File: src/rtl/parpm_pkg.sv
// Constants and types shared by the request port map block
package parpm_pkg;
  localparam int PARPM_AW = 16;
  localparam int PARPM_PORTS = 8;
  localparam int PARPM_SRCS = 5;
  localparam int PARPM_SEL_W = 3;
  localparam int PARPM_FIELD_STRIDE = 4;
  localparam logic [15:0] PARPM_MAP_OFS = 16'hd100;
  localparam logic [15:0] PARPM_CFG_OFS = 16'hd104;
  localparam logic [15:0] PARPM_STAT_OFS = 16'hd108;
  localparam logic [15:0] PARPM_BROKEN_OFS = 16'hd110;
  localparam logic [31:0] PARPM_MAP_RST = 32'h7654_3210;
  localparam logic [31:0] PARPM_MAP_MASK = 32'h7777_7777;
  localparam int PARPM_CFG_CHECK_BIT = 0;
  localparam int PARPM_CFG_ENABLE_BIT = 1;
  localparam int PARPM_STAT_ANY_BIT = 0;
  localparam int PARPM_STAT_STALE_BIT = 1;
  localparam int PARPM_CTRL_SRC = 4;
  localparam logic [2:0] PARPM_CTRL_CODE = 3'h7;
  typedef logic [PARPM_PORTS-1:0][PARPM_SEL_W-1:0] parpm_sel_t;
endpackage : parpm_pkg

File: src/rtl/parpm_route_if.sv
// Signals between the register side and the routing decoder
`timescale 1ns/1ns
interface parpm_route_if;
  import parpm_pkg::*;
  parpm_sel_t sel;
  logic [PARPM_SRCS-1:0] src_req;
  logic [PARPM_PORTS-1:0] port_gnt;
  logic [PARPM_PORTS-1:0] port_req;
  logic [PARPM_SRCS-1:0] src_gnt;
  modport regs (output sel, src_req, port_gnt, input port_req, src_gnt);
  modport dec (input sel, src_req, port_gnt, output port_req, src_gnt);
endinterface : parpm_route_if

File: src/rtl/parpm_decode.sv
// Selector decode: sources onto ports, port grants back onto sources
`timescale 1ns/1ns
module parpm_decode
  import parpm_pkg::*;
(
  // Routing group
  parpm_route_if.dec rt
);
  logic [PARPM_PORTS-1:0][PARPM_SRCS-1:0] hit;
  logic [PARPM_SRCS-1:0][PARPM_PORTS-1:0] hit_t;

  genvar p, s;
  generate
    for (p = 0; p < PARPM_PORTS; p++) begin : g_port
      for (s = 0; s < PARPM_SRCS; s++) begin : g_src
        // Reserved codes 100..110 match no source
        localparam logic [2:0] CODE = (s == PARPM_CTRL_SRC) ?
          PARPM_CTRL_CODE : 3'(s);
        assign hit[p][s] = (rt.sel[p] == CODE);
        assign hit_t[s][p] = hit[p][s];
      end
      assign rt.port_req[p] = |(hit[p] & rt.src_req);
    end
    for (s = 0; s < PARPM_SRCS; s++) begin : g_gnt
      assign rt.src_gnt[s] = |(hit_t[s] & rt.port_gnt);
    end
  endgenerate
endmodule : parpm_decode

File: src/rtl/parpm_top.sv
// Request port map of the on-chip bus arbiter with its register port
//
// Behaviour
// - Each port A-D, W-Z is tied to at most one source: controller or line 0-3.
// - Code 111 picks the controller, codes 000-011 pick lines 0-3.
// - Codes 100, 101 and 110 leave the port with no requester.
// - A mapping change makes the held broken-requester bitmap invalid.
// - The mapping acts only while the on-chip arbiter is in use.
// - Selectors sit at 30:28 down to 2:0, bits 31, 27, ..., 3 reserved.
// - Reset loads A=111, B=110, C=101, D=100, W=011, X=010, Y=001, Z=000.
// - Software clears the bitmap to zero after changing the mapping.
// - External requests are refused until the arbiter enable bit is 1.
// - A 1 in a bitmap bit removes that port's master from arbitration.
`timescale 1ns/1ns
module parpm_top
  import parpm_pkg::*;
(
  // Clock and reset
  input wire logic ref_clk,
  input wire logic rst_n,
  // Register port
  input wire logic [PARPM_AW-1:0] reg_addr,
  input wire logic [31:0] reg_wdata,
  input wire logic reg_wr,
  input wire logic reg_rd,
  output logic [31:0] reg_rdata,
  // Request sources
  input wire logic ctrl_req,
  input wire logic [3:0] ext_req_n,
  input wire logic internal_arb_sel,
  output logic ctrl_gnt,
  output logic [3:0] ext_gnt_n,
  // Arbitration core
  output logic [PARPM_PORTS-1:0] port_req,
  input wire logic [PARPM_PORTS-1:0] port_gnt,
  input wire logic [PARPM_PORTS-1:0] broken_set
);
  logic [31:0] map_r, map_nxt;
  logic enable_r, enable_nxt;
  logic check_en_r, check_en_nxt;
  logic [PARPM_PORTS-1:0] bitmap_r, bitmap_nxt;
  logic stale_r, stale_nxt;
  logic [31:0] rdata_r, rdata_nxt;
  logic [PARPM_PORTS-1:0] port_req_r, port_req_nxt;
  logic ctrl_gnt_r, ctrl_gnt_nxt;
  logic [3:0] ext_gnt_n_r, ext_gnt_n_nxt;
  logic [3:0] ext_meta_r, ext_sync_r;
  logic int_meta_r, int_sync_r;
  logic map_wr;

  parpm_route_if rt ();

  parpm_decode u_decode (
    .rt(rt.dec)
  );

  genvar p;
  generate
    for (p = 0; p < PARPM_PORTS; p++) begin : g_sel
      assign rt.sel[p] = map_r[p*PARPM_FIELD_STRIDE +: PARPM_SEL_W];
    end
  endgenerate

  // The selector fields must tile the 32-bit map word without overlap
  if (PARPM_PORTS * PARPM_FIELD_STRIDE != 32 ||
      PARPM_SEL_W >= PARPM_FIELD_STRIDE) begin : g_map_fit
    $error("selector fields do not fit the map word");
  end

  // External lines are active low; refused while the arbiter is off
  assign rt.src_req = {ctrl_req, ~ext_sync_r & {4{enable_r}}};
  // Removed masters lose any grant the core may still show
  assign rt.port_gnt = port_gnt & ~bitmap_r;
  assign map_wr = reg_wr && (reg_addr == PARPM_MAP_OFS);

  always_comb begin
    map_nxt = map_r;
    enable_nxt = enable_r;
    check_en_nxt = check_en_r;
    bitmap_nxt = bitmap_r;
    stale_nxt = stale_r;
    rdata_nxt = 32'h0000_0000;
    if (map_wr) begin
      map_nxt = reg_wdata & PARPM_MAP_MASK;
      if ((reg_wdata & PARPM_MAP_MASK) != map_r) begin
        stale_nxt = 1'b1;
      end
    end
    if (reg_wr && (reg_addr == PARPM_CFG_OFS)) begin
      enable_nxt = reg_wdata[PARPM_CFG_ENABLE_BIT];
      check_en_nxt = reg_wdata[PARPM_CFG_CHECK_BIT];
    end
    if (reg_wr && (reg_addr == PARPM_BROKEN_OFS)) begin
      bitmap_nxt = reg_wdata[PARPM_PORTS-1:0];
      stale_nxt = 1'b0;
    end
    // Detection beats a software clear in the same cycle
    bitmap_nxt = bitmap_nxt | (broken_set & {PARPM_PORTS{check_en_r}});
    if (reg_rd) begin
      case (reg_addr)
        PARPM_MAP_OFS: rdata_nxt = map_r;
        PARPM_CFG_OFS: begin
          rdata_nxt[PARPM_CFG_ENABLE_BIT] = enable_r;
          rdata_nxt[PARPM_CFG_CHECK_BIT] = check_en_r;
        end
        PARPM_STAT_OFS: begin
          rdata_nxt[PARPM_STAT_STALE_BIT] = stale_r;
          rdata_nxt[PARPM_STAT_ANY_BIT] = |bitmap_r;
        end
        PARPM_BROKEN_OFS: rdata_nxt[PARPM_PORTS-1:0] = bitmap_r;
        default: rdata_nxt = 32'h0000_0000;
      endcase
    end
  end

  always_comb begin
    // With an outside arbiter the map is bypassed and all stays idle
    port_req_nxt = rt.port_req & ~bitmap_r & {PARPM_PORTS{int_sync_r}};
    ctrl_gnt_nxt = int_sync_r & rt.src_gnt[PARPM_CTRL_SRC];
    ext_gnt_n_nxt = ~(rt.src_gnt[3:0] & {4{int_sync_r & enable_r}});
  end

  always_ff @(posedge ref_clk) begin
    ext_meta_r <= ext_req_n;
    ext_sync_r <= ext_meta_r;
    int_meta_r <= internal_arb_sel;
    int_sync_r <= int_meta_r;
    if (!rst_n) begin
      map_r <= PARPM_MAP_RST;
      enable_r <= 1'b0;
      check_en_r <= 1'b0;
      bitmap_r <= '0;
      stale_r <= 1'b0;
      rdata_r <= 32'h0000_0000;
      port_req_r <= '0;
      ctrl_gnt_r <= 1'b0;
      ext_gnt_n_r <= 4'hf;
    end else begin
      map_r <= map_nxt;
      enable_r <= enable_nxt;
      check_en_r <= check_en_nxt;
      bitmap_r <= bitmap_nxt;
      stale_r <= stale_nxt;
      rdata_r <= rdata_nxt;
      port_req_r <= port_req_nxt;
      ctrl_gnt_r <= ctrl_gnt_nxt;
      ext_gnt_n_r <= ext_gnt_n_nxt;
    end
  end

  assign reg_rdata = rdata_r;
  assign port_req = port_req_r;
  assign ctrl_gnt = ctrl_gnt_r;
  assign ext_gnt_n = ext_gnt_n_r;
endmodule : parpm_top

File: config.mk
export PLATFORM = sky130hd
export DESIGN_NAME = parpm_top
export DESIGN_NICKNAME = d
export VERILOG_FILES = /design/src/rtl/parpm_pkg.sv /design/src/rtl/parpm_route_if.sv /design/src/rtl/parpm_decode.sv /design/src/rtl/parpm_top.sv
export SDC_FILE = /design/constraint.sdc
export NUM_CORES = 1
export LEC_CHECK = 0
export ABC_AREA = 1
export BUFFER_PORTS_ARGS = -buffer_cell sky130_fd_sc_hd__buf_2
export CAP_MARGIN = 30
export CORE_MARGIN = 2
export CORE_UTILIZATION = 30
export CTS_CLUSTER_SIZE = 40
export DETAILED_ROUTE_END_ITERATION = 8
export GPL_ROUTABILITY_DRIVEN = 0
export SLEW_MARGIN = 20
export SYNTH_ARGS = -nofsm -noshare
export SYNTH_HDL_FRONTEND = slang
export SYNTH_SLANG_ARGS = --single-unit
export TNS_END_PERCENT = 1
File: constraint.sdc
create_clock -name ref_clk -period 1.38 [get_ports ref_clk]
set_input_delay 0.138 -clock ref_clk [delete_from_list [all_inputs] [get_ports ref_clk]]
set_output_delay 0.138 -clock ref_clk [all_outputs]
set_load 0.05 [all_outputs]
# Word level (Yosys, flattened, before mapping)
# Cells that the tools add are included.
[classes]
n_div = 0
mul = 0
bitwise = 26
n_reduce_logical = 29
magnitude_cmp = 0
n_addsub = 0
shifts = 0
n_eq_ne = 37
muxes = 3
[ops]
columns = ["op", "count"]
rows = [
  ["$and 8x8->8", 9],
  ["$eq 16x16->1 const B", 4],
  ["$eq 3x2->1 const B", 16],
  ["$reduce_or 8->1", 6],
  ["$and 5x5->5", 8],
  ["$reduce_or 5->1", 8],
  ["$eq 3x1->1 const B", 8],
  ["$eq 3x3->1 const B", 8],
  ["$logic_not 3->1", 8],
  ["$ne 24x24->1", 1],
  ["$pmux 6 s2", 1],
  ["$and 4x4->4", 2],
  ["$mux 8", 1],
  ["$not 4->4", 2],
  ["$not 8->8", 1],
  ["$or 8x8->8", 1],
  ["$pmux 2 s4", 1],
  ["$reduce_and 2->1", 2],
  ["$logic_and 1x1->1", 3],
  ["$reduce_and 3->1", 1],
  ["$and 1x1->1", 2],
  ["$reduce_or 2->1", 1],
  ["$not 1->1", 1],
]
[word_totals]
inputBits = 74
mem_bits_rw = 0
word_cells = 109
reg_bits = 84
rom_bits = 0
n_memories = 0
latchBits = 0

# Longest topological paths before layout
# Gate-level depths: netlist of run 1.
[depth]
word_depth = 6
mapped_depth = 11
ltp_nobuf = 11

# Hierarchy
# From an unflattened synthesis of run 1, not the netlist that was laid out.
[hier_totals]
cells_unflattened = 656
hier_area_um2 = 4337.9
[modules_own_cells]
columns = ["mod", "seq_area_each_um2", "cells_each", "area_each_um2", "n_inst"]
rows = [
  ["parpm_top", 1681.6, 475, 3469.6, 1],
  ["parpm_decode", 0.0, 181, 868.3, 1],
]

# Worst setup path after synthesis of run 1
# No wires, ideal clock.
[synth_timing]
path_type = "input to register"
start = "in reg_addr[7]"
end = "reg map_r[24]"
setup_slack_ns = 0.130
required_time_ns = 1.244
n_path_buf = 1
setup_time_ns = 0.136
stages = 11
t_arrival_ns = 1.114
path_cell_list = "nor2_2 nand2_1 nor2_4 inv_2 nor2_4 nand2_2 nor2_4 inv_1 clkbuf_1 nand2_1 a21oi_2"
[synth_between]
elab_chain_len = 2
[synth_rtl]
columns = ["element", "line_no", "rtl"]
rows = [
  ["start, declared", "parpm_top.sv:22", "input wire logic [PARPM_AW-1:0] reg_addr,"],
  ["$eq 16x16->1", "parpm_top.sv:74", "assign map_wr = reg_wr && (reg_addr == PARPM_MAP_OFS);"],
  ["$logic_and 1x1->1", "parpm_top.sv:74", ""],
  ["end signal, assigned", "parpm_top.sv:139", "map_r <= map_nxt;"],
  ["end, declared", "parpm_top.sv:38", "logic [31:0] map_r, map_nxt;"],
]
# No other way between the ends.
# A chain may end at the register's enable or synchronous reset.

# Worst setup path in the final report of run 1
[layout_timing]
start = "reg enable_r"
end = "reg port_req_r[5] (netlist: port_req[5])"
[layout_between]
elab_chain_len = 5
[layout_rtl]
columns = ["element", "line_no", "rtl"]
rows = [
  ["start, declared", "parpm_top.sv:39", "logic enable_r, enable_nxt;"],
  ["start signal, assigned", "parpm_top.sv:140", "enable_r <= enable_nxt;"],
  ["$and 4x4->4", "parpm_top.sv:71", "assign rt.src_req = {ctrl_req, ~ext_sync_r & {4{enable_r}}};"],
  ["$and 5x5->5", "parpm_decode.sv:22", "assign rt.port_req[p] = |(hit[p] & rt.src_req);"],
  ["$reduce_or 5->1", "parpm_decode.sv:22", ""],
  ["$and 8x8->8 (2 in a row)", "parpm_top.sv:118", "port_req_nxt = rt.port_req & ~bitmap_r & {PARPM_PORTS{int_sync_r}};"],
  ["end signal, assigned", "parpm_top.sv:145", "port_req_r <= port_req_nxt;"],
  ["end, declared", "parpm_top.sv:44", "logic [PARPM_PORTS-1:0] port_req_r, port_req_nxt;"],
]
# No other way between the ends.

==> flow_summary.toml, run 1 <==
[logic_synthesis]
synth_cell_types = 30
synth.most_common_cell = "nand2_1"
yosys_most_used_dff = "dfxtp_1"
synthArstFlopShare = 0
netlist_top_cells_count = "169 x nand2_1, 84 x dfxtp_1, 81 x inv_1, 51 x nor2_1, 49 x nand3_1"
synth-seq-area-share = 0.4147
synth-seq-cells = 84
ys_top_cells_by_area = "dfxtp_1 41%, nand2_1 16%, inv_1 7.5%, nand3_1 6.0%, nor2_1 4.7%"
synth_top_area_share = 0.4147
synth_edf_count = 0
netlist.top_cell.by_area = "dfxtp_1"
netlist_area_sq_um = 4055
synth.avg_cell_area_sq_um = 6.827
ys_warn_count = 0
synthesis.instances = 594

[floorplanning]
dieHeight_um = 120.3
fp.dieW_um = 120.3
core_sq_um = 13240
design.portCount = 119
design.die.area_sq_um = 14460
effective_utilization_at_floorplan = 0.3062
num_rows = 42

[pwr]
clkPwrFrac = 0.479
internal_power_mw = 4.208
max-vdd-ir-drop_mv = 0.6434
combPwrFrac = 0.066
p_total_mw = 5.377
sw_frac_of_total = 0.2175
netSwitchingPower_mw = 1.170
powerDensity_nw_per_um2 = 988.2
cellLeakagePower_nw = 2.637
power.sequential.fraction = 0.455

[worst_setup_path]
critical_path.slowest_cell = "dfxtp_1"
timing.critical_path.max_delay_family = "simple AND/OR/NAND/NOR gates"
worstSetupStartpoint = "enable_r$_SDFFE_PN0P_"
timing.critical_path.required_ps = 1580
regToRegSetupSlack_ps = 100
worst_case_reg_to_reg_path_depth = 7
critical_path.max_fanout = 6
worst_setup_path_end_kind = "flip-flop"
critPathCapture = "port_req[5]$_SDFF_PN0_"
reg_to_reg_endpoint = "port_req[5]$_SDFF_PN0_"
start_kind = "flip-flop"
criticalPathCategory = "reg -> reg"
critical_path.most_common_cell = "nor3_1"
critical_path.cell_chain = "inv_2 > nor2_1 > buf_4 > nand4_1 > o21ai_0 > nor3_1 > nor3_1"
timing.critical_path.arrival_ps = 1490
path_depth = 7
critical_path_max_stage_delay_ps = 320
worstPathBufferInverterCount = 2
crit-reg2reg-launch = "enable_r$_SDFFE_PN0P_"

[clock_network]
cts-root-buf = "clkbuf_16"
h_tree_depth = 3
cts_setup_buffers = 0
clkTransAtPathRegs_ps = 60
clock_insertion_delay_worst_skew_ps = 340
clkSinkCount = 84
total_cts_buffers = 9
cts_tree = "built"
ctsLongestPathBuffers = 2

[sta]
final-setup-viol-count = 0
timing.hold.ws_ps = 44.12
hold_vio_cnt_final = 0
clock_skew_ps = 8.031
setup-tns-final_ps = 0
achievable-frequency_ghz = 0.7798
slew_violations = 0
period_needed_ps = 1282
rsz0062_at_grt = "false"
post-route-period-util = 0.9292

[outcome]
run_status = "finished, final reports clean"

[cells_and_area]
n_antenna_cell = 0
area_growth_syn_to_layout_pct = 34.19
post-route-cell-area_sq_um = 5441
post_route_cells_drive_above_1_share = 0.2687
final_core_utilization = 0.4109
finalNetCount = 817

[drt]
drt_pass1_iterations = 5
detailedRoute.firstIterationViolations = 377
finalWirelength_mm = 12.40
detail_route.drc_violations = 0
avgViaCountPerCell = 4.613
detailroute.via_count = 4262
detail_route.wl_per_cell_um = 13.42
antenna_left = 0

[run]
maxCapViolations = 0

[global_routing]
gr_ovfl_total = 0
grt_start_max_net_pins = 28
total_grt_usage = 0.1736
first_global_vias = 3894
grt_first_pass_wirelength_mm = 19.63
number_of_antenna_violations_at_the_first_check_in_global_routing = 2

[place]
numPortBuffers = 106
cell_area_placed_sq_um = 5052
detailed_place_hpwl_mm = 9.960

[hold_path]
timing.hold.worst.class = "in -> reg"
## worst min-delay path by stage
stage,cells past startpoint,end,startpoint,slack (ps)
after floorplan,0,ext_meta_r[0]$_DFF_P_,ext_req_n[0],170
after global placement,1,ext_meta_r[1]$_DFF_P_,ext_req_n[1],240
after detailed placement,1,int_meta_r$_DFF_P_,internal_arb_sel,240
after CTS,3,map_r[28]$_SDFFE_PN1P_,reg_wdata[28],40
after global routing,3,map_r[28]$_SDFFE_PN1P_,reg_wdata[28],60
final,3,map_r[28]$_SDFFE_PN1P_,reg_wdata[28],40
## repair_timing
action	4_1_cts	5_1_grt
hold buffers	5	0
endpoints found under the setup margin	2	9
hold endpoints to repair	5	0
pin swaps	1	0
gates resized for setup	1	15
## kinds of logic (layout without fill, tap and decap cells)
logic type / Yosys count / after routing / share of synthesized area
xor+xnor: 2 / 2 / 0.004320
buf+inv: 106 / 255 / 0.1111
flops: 84 / 84 / 0.4147
other cells: 1 / 6 / 0.0009248
simple gates: 333 / 333 / 0.3616
compound gates: 68 / 68 / 0.1074
## cell usage in the layout (no fill, tap or decap)
cell type      Yosys  final
inv_1             81     77
clkinv_2           0      1
o21ai_0           10      9
buf_4              8     44
clkbuf_8           0      1
nor3_1            23     23
buf_2              3    106
nor2_1            51     50
nand3b_2           1      1
bufinv_16          0      2
nand2_1          169    168
nand4_1            9      9
dfxtp_4            0      1
nor2_2             2      3
xor2_1             2      2
dlygate4sd3_1      0      5
nand3_1           49     49
dfxtp_2            0      5
buf_12             0      2
o22a_1             2      2
inv_2              1      5
nand2_2            7      8
a31oi_1            1      1
conb_1             1      6
clkbuf_1          10      2
nand3_2            1      1
o211ai_1          12     12
nor4_1            16     16
a21oi_2            6      6
o22ai_1           27     27
o21ai_1            0      1
clkinvlp_4         0      1
clkbuf_16          0      9
dfxtp_1           84     78
a21oi_1           10     10
nor2_4             3      3
or2_4              0      2
## power by group through the flow
stage               combinational [mW]  sequential [mW]  clock [mW]
floorplan                        0.172             2.51           0
global placement                 0.340             2.50           0
detailed placement               0.341             2.50           0
CTS                              0.354             2.45        2.62
global route                     0.393             2.45        2.72
finish                           0.355             2.45        2.58
## final cells by class
type / count / area (sq um)
Sequential cell: 84 / 1692
Inverter: 82 / 307.8
Multi-Input combinational cell: 409 / 1952
Timing Repair Buffer: 157 / 950.9
Tap cell: 176 / 220.2
Clock inverter: 4 / 72.57
Clock buffer: 12 / 246.5
Fill cell: 1396 / 7801
## per-stage QoR
stage | setup slack (ps) | std cells
3_5_place_dp | -51.71 | 903
4_1_cts | -7.545 | 924
5_1_grt | 2.172 | 924
2_1_floorplan | 129.6 | 599
3_3_place_gp | -36.93 | 903
6_report | 97.67 | 924
## flip-flops by register name (all words and copies together) (netlist names)
name / count
ctrl_gnt: 1
map_r: 24
reg_rdata: 26
check_en_r: 1
port_req: 8
stale_r: 1
enable_r: 1
ext_meta_r: 4
bitmap_r: 8
int_meta_r: 1
ext_sync_r: 4
ext_gnt_n: 4
int_sync_r: 1
## tightest hold or removal path: cells and delay by family
| family | cells | cell delay, ps |
|---|---|---|
| and+or+nand+nor | 1 | 50 |
| AOI/OAI and AO/OA | 1 | 60 |
| buffers and inverters | 1 | 100 |
## routing by layer
layer	vias up	wire length, um	GRT usage
met2	162	5419	0.2695
met3	17	913	0.03302
met4	4	191	0.05669
met1	1857	5857	0.2426
met5	-	21	0
li1	2222	-	-
Note: power is estimated with default switching activity, not from simulation.
==> run 2, diff against run 1 <==
SETUP_SLACK_MARGIN = 0.4   (was default)
==> run 2 against run 1 <==
  * Via count up 0.47%
  * Largest power group is now sequential cells
  * Die area did not move
  * Design area is 3.5% higher
  * Critical path depth shrank 2
  * Hold slack got worse by 6.4 ps
  * Maximum frequency is 2.3% higher
  * Largest cell class unchanged
==> flow_summary.toml, run 2 (synthesized netlist as in run 1, its figures left out) <==
[outcome]
run_status = "finished, final reports clean"

[cells_and_area]
highest_count_cells_in_the_layout_ignoring_fill_and_taps = "168 x nand2_1, 106 x buf_2, 73 x inv_1"
fillCellCount = 1399
finalNetCount = 823
final-seq-area_sq_um = 1705
post-route-cell-area_sq_um = 5630
area_growth_syn_to_layout_pct = 38.85
post_route_cells_drive_above_1_share = 0.3236
final_core_utilization = 0.4252
largest_register_ff_count = 26
multiInputGateArea_sq_um = 2093
most_frequent_standard_cell_in_the_layout_excluding_fill_and_tap_cells = "nand2_1"

[hold_path]
holdPathEnd = "map_r[26]$_SDFFE_PN1P_"
hold_start = "reg_wdata[26]"
hold_depth = 3
timing.hold.worst.class = "in -> reg"

[clock_network]
clock_insertion_delay_worst_skew_ps = 340
ctsLongestPathBuffers = 2
cts-root-buf = "clkbuf_16"
h_tree_depth = 3
clkTransAtPathRegs_ps = 70
total_cts_buffers = 9
cts_tree = "built"
clkSinkCount = 84

[floorplanning]
fp.dieW_um = 120.3
design.die.area_sq_um = 14460
effective_utilization_at_floorplan = 0.3062
num_rows = 42
core_sq_um = 13240
design.portCount = 119
dieHeight_um = 120.3

[global_routing]
gr_ovfl_total = 0
grt_first_pass_wirelength_mm = 19.99
grt_start_max_net_pins = 28
first_global_vias = 3994
total_grt_usage = 0.1755
number_of_antenna_violations_at_the_first_check_in_global_routing = 3

[sta]
hold_vio_cnt_final = 0
final-setup-viol-count = 0
period_needed_ps = 1253
achievable-frequency_ghz = 0.7979
rsz0062_at_grt = "true"
post-route-period-util = 0.9082
slew_violations = 0
clock_skew_ps = 7.904

[pwr]
max-vdd-ir-drop_mv = 0.6114
powerDensity_nw_per_um2 = 930.9
cellLeakagePower_nw = 2.683

[drt]
detail_route.wl_per_cell_um = 13.43
detail_route.drc_violations = 0
finalWirelength_mm = 12.51
detailroute.via_count = 4282
avgViaCountPerCell = 4.599
drt_pass1_iterations = 5
antenna_left = 0
detailedRoute.firstIterationViolations = 290

[worst_setup_path]
critical_path.max_fanout = 8
timing.critical_path.arrival_ps = 1470
start_kind = "flip-flop"
worst_setup_path_end_kind = "flip-flop"
reg_to_reg_endpoint = "port_req[0]$_SDFF_PN0_"
criticalPathCategory = "reg -> reg"
worst_case_reg_to_reg_path_depth = 5
crit-reg2reg-launch = "enable_r$_SDFFE_PN0P_"
timing.critical_path.required_ps = 1600
regToRegSetupSlack_ps = 130

[run]
maxCapViolations = 0

[place]
detailed_place_hpwl_mm = 9.961
cell_area_placed_sq_um = 5090
numPortBuffers = 106
[run 2: changes by cell type in the layout (fill, tap and decap cells not counted), moves of 3 or more]
cell | before | now
nor3_1 | 23 | 17
nor4_1 | 16 | 10
nor4_4 | 0 | 3
dfxtp_2 | 5 | 10
nor4_2 | 0 | 3
dfxtp_1 | 78 | 71
inv_1 | 77 | 73
o22ai_2 | 0 | 4
nor2_2 | 3 | 10
nor3_2 | 0 | 6
inv_2 | 5 | 8
o22ai_1 | 27 | 23
buf_4 | 44 | 49
nor2_1 | 50 | 43
[run 2: stage by stage]
stage	setup slack, ps	hold slack (ps)	power [mW]	setup TNS, ps	instances
after floorplan	153.3	165.7	2.680	0	599
after global placement	-48.95	242.6	2.843	-480.4	908
after detailed placement	-75.09	241.6	2.843	-748.5	908
after CTS	177.8	39.78	5.278	0	930
after global routing	75.04	44.04	5.436	0	931
final	126.7	37.75	5.241	0	931
[run 2: final cells by class]
type	count	area share
antenna	1	0.0004444
clock buffer	9	0.04000
clock inverter	7	0.01311
inverter	82	0.05511
multi-input combinational	409	0.3718
sequential	84	0.3029
tap	176	0.03911
timing repair buffer	163	0.1776
[run 2: power breakdown]
part,internal [mW],leakage (nW),switching [mW]
Clock,1.41,0.146,1.03
Sequential,2.44,0.681,0.00615
Combinational,0.137,1.86,0.221
[run 2: how the worst max path moves through the flow]
stage                          start                      to  slack, ps  depth (start not counted)
2_1_floorplan            reg_addr[7]  map_r[12]$_SDFFE_PN1P_        150                         10
3_3_place_gp             reg_addr[7]  map_r[24]$_SDFFE_PN0P_        -50                         11
3_5_place_dp             reg_addr[0]  map_r[14]$_SDFFE_PN0P_        -80                         11
4_1_cts        enable_r$_SDFFE_PN0P_  port_req[1]$_SDFF_PN0_        180                          5
5_1_grt        enable_r$_SDFFE_PN0P_  port_req[4]$_SDFF_PN0_         80                          5
6_report       enable_r$_SDFFE_PN0P_  port_req[0]$_SDFF_PN0_        130                          5
[run 2: worst max-delay path, cell delays in order (launching register included)]
cell and delay (ps):
dfxtp_2 330, inv_4 90, or2_4 200, o22ai_2 80, nor3_1 300, nor3_1 120
[run 2: layer usage]
layer,global-route usage,wire length (um),part of all wire,vias up
met2,0.2731,5532,0.44,146
met3,0.04670,906,0.072,17
met5,0,18,0.0014,-
met4,0.04869,170,0.014,4
li1,-,-,-,2237
met1,0.2400,5877,0.47,1878
[run 2: repair_timing]
item / CTS / global route
endpoints found under the setup margin: 77 / 113
endpoints found under the hold margin: 5 / 0
setup buffers: 1 / 0
resized for setup: 38 / 21
pin swaps: 9 / 9
hold buffers: 5 / 0
==> run 3, diff against run 2 <==
clock period = 1.2 ns   (was 1.38 ns; I/O delays follow)
==> run 3 against run 2 <==
  * Register-to-register slack worse by 110 ps
  * Design area up 17%
  * Critical path type unchanged
  * Clock skew down 1.3 ps
  * Combinational power up 31%
  * Maximum frequency up 5.6%
  * Sequential power up 16%
  * First-iteration DRC count up 16%
  * Worst setup slack worse by 110 ps
  * Count of clock-buffer cells in the layout up 2
  * Sequential share of layout area down 3.6 points
  * Core utilization up 7.1 points
  * Sequential cell count unchanged
==> flow_summary.toml, run 3 (synthesized netlist as in run 1, its figures left out) <==
[global_routing]
grtUsageMet1 = 0.2518
number_of_antenna_violations_at_the_first_check_in_global_routing = 0
gr_ovfl_total = 0
grt_start_max_net_pins = 28
global_route.usage.met2 = 0.2749
grt_first_pass_wirelength_mm = 20.45
total_grt_usage = 0.1807
grt_busiest_layer = "met2"
globalRouteMet3Util = 0.02877
first_global_vias = 4085

[run]
maxCapViolations = 0

[sta]
rsz0062_at_grt = "true"
timing.hold.ws_ps = 19.88
hold_vio_cnt_final = 0
slew_violations = 0
period_needed_ps = 1186
clock_skew_ps = 6.563
post-route-period-util = 0.9886
achievable-frequency_ghz = 0.8429
final-setup-viol-count = 0
postLayoutSetupSlackWorst_ps = 13.62

[cells_and_area]
area_growth_syn_to_layout_pct = 61.96
largest_register_ff_count = 26
fillCellCount = 1297
n_antenna_cell = 0
finalNetCount = 845
multiInputGateArea_sq_um = 2349
highest_count_cells_in_the_layout_ignoring_fill_and_taps = "151 x nand2_1, 66 x buf_4, 64 x buf_2"
final_core_utilization = 0.4959
post_route_cells_drive_above_1_share = 0.4665
most_frequent_standard_cell_in_the_layout_excluding_fill_and_tap_cells = "nand2_1"
final-seq-area_sq_um = 1750

[worst_setup_path]
start_kind = "flip-flop"
crit-reg2reg-launch = "map_r[24]$_SDFFE_PN0P_"
critical_path.most_common_cell = "nand2_1"
timing.critical_path.arrival_ps = 1410
worst_setup_path_end_kind = "flip-flop"
critical_path.max_fanout = 7
critical_path.slowest_cell = "dfxtp_2"
critical_path_max_stage_delay_ps = 330
regToRegSetupSlack_ps = 10
critical_path.cell_chain = "buf_4 > nor4_1 > nor3_1 > nand2_1 > nand2_1"
worstSetupStartpoint = "map_r[24]$_SDFFE_PN0P_"
criticalPathCategory = "reg -> reg"
timing.critical_path.required_ps = 1420

[floorplanning]
effective_utilization_at_floorplan = 0.3062
core_sq_um = 13240
fp.dieW_um = 120.3
design.die.area_sq_um = 14460
design.portCount = 119
num_rows = 42
dieHeight_um = 120.3

[pwr]
max-vdd-ir-drop_mv = 0.6356
cellLeakagePower_nw = 2.946
powerDensity_nw_per_um2 = 965.9

[clock_network]
cts_tree = "built"
ctsLongestPathBuffers = 2
clkSinkCount = 84
total_cts_buffers = 9
h_tree_depth = 3
clkTransAtPathRegs_ps = 60
clock_insertion_delay_worst_skew_ps = 350
cts-root-buf = "clkbuf_16"

[drt]
drt_pass1_iterations = 7
avgViaCountPerCell = 4.739
detail_route.drc_violations = 0
antenna_left = 0
detailedRoute.firstIterationViolations = 335
detailroute.via_count = 4512
detail_route.wl_per_cell_um = 13.99
finalWirelength_mm = 13.32

[place]
numPortBuffers = 106
setup_ws_pre_cts_ps = -202.4
detailed_place_hpwl_mm = 10.19

[hold_path]
hold_start = "reg_wdata[25]"
timing.hold.worst.class = "in -> reg"

[outcome]
run_status = "finished, final reports clean"
run 3: critical path: cells and delay by family, from the launching register on:
family | cells | cell delay (ps)
AND/OR/NAND/NOR | 4 | 580
buffers and inverters | 1 | 160
flip-flops | 1 | 330
run 3: area by class of cell:
cell class / count / share of cell area
multi-input combinational: 409 / 0.3576
sequential: 84 / 0.2665
timing repair buffer: 185 / 0.2433
inverter: 82 / 0.04782
clock buffer: 11 / 0.03848
tap: 176 / 0.03353
clock inverter: 5 / 0.01276
run 3: per-layer routing:
| metal | part of all wire | vias up |
|---|---|---|
| li1 | - | 2284 |
| met1 | 0.46 | 2053 |
| met2 | 0.46 | 154 |
| met3 | 0.057 | 21 |
| met4 | 0.024 | 0 |
| met5 | 0 | - |
run 3: where the power goes:
| group | switching (mW) | leakage, nW | total [mW] | internal (mW) |
|---|---|---|---|---|
| clock network | 1.12 | 0.158 | 3.06 | 1.94 |
| logic | 0.283 | 2.09 | 0.468 | 0.185 |
| registers | 0.0102 | 0.696 | 2.82 | 2.81 |
| total | 1.41 | 2.95 | 6.34 | 4.93 |
run 3: path summary, 6_finish.rpt:
path / to / cells after the start
worst min-delay path: map_r[25]$_SDFFE_PN1P_ / 3
worst max register to register: ext_gnt_n[0]$_SDFF_PN1_ / 5
worst min register to register: ext_sync_r[2]$_DFF_P_ / 0
worst max-delay path: ext_gnt_n[0]$_SDFF_PN1_ / 5
run 3: what timing repair did:
item | in CTS | in global routing
hold endpoints to repair | 5 | 0
pin swaps | 5 | 55
resized for setup | 36 | 295
setup endpoints to repair | 107 | 113
hold buffers | 5 | 0
gates cloned | 0 | 0
setup buffers | 0 | 2
run 3: per-stage QoR:
| step | area, sq um | instances | setup TNS, ps | total power, mW |
|---|---|---|---|---|
| after floorplan | 4078 | 599 | -140.8 | 3.082 |
| after global placement | 5298 | 929 | -5571 | 3.287 |
| after detailed placement | 5298 | 929 | -6239 | 3.287 |
| after CTS | 5756 | 950 | 0 | 6.369 |
| after global routing | 6568 | 952 | -238.0 | 6.582 |
| final | 6568 | 952 | 0 | 6.343 |
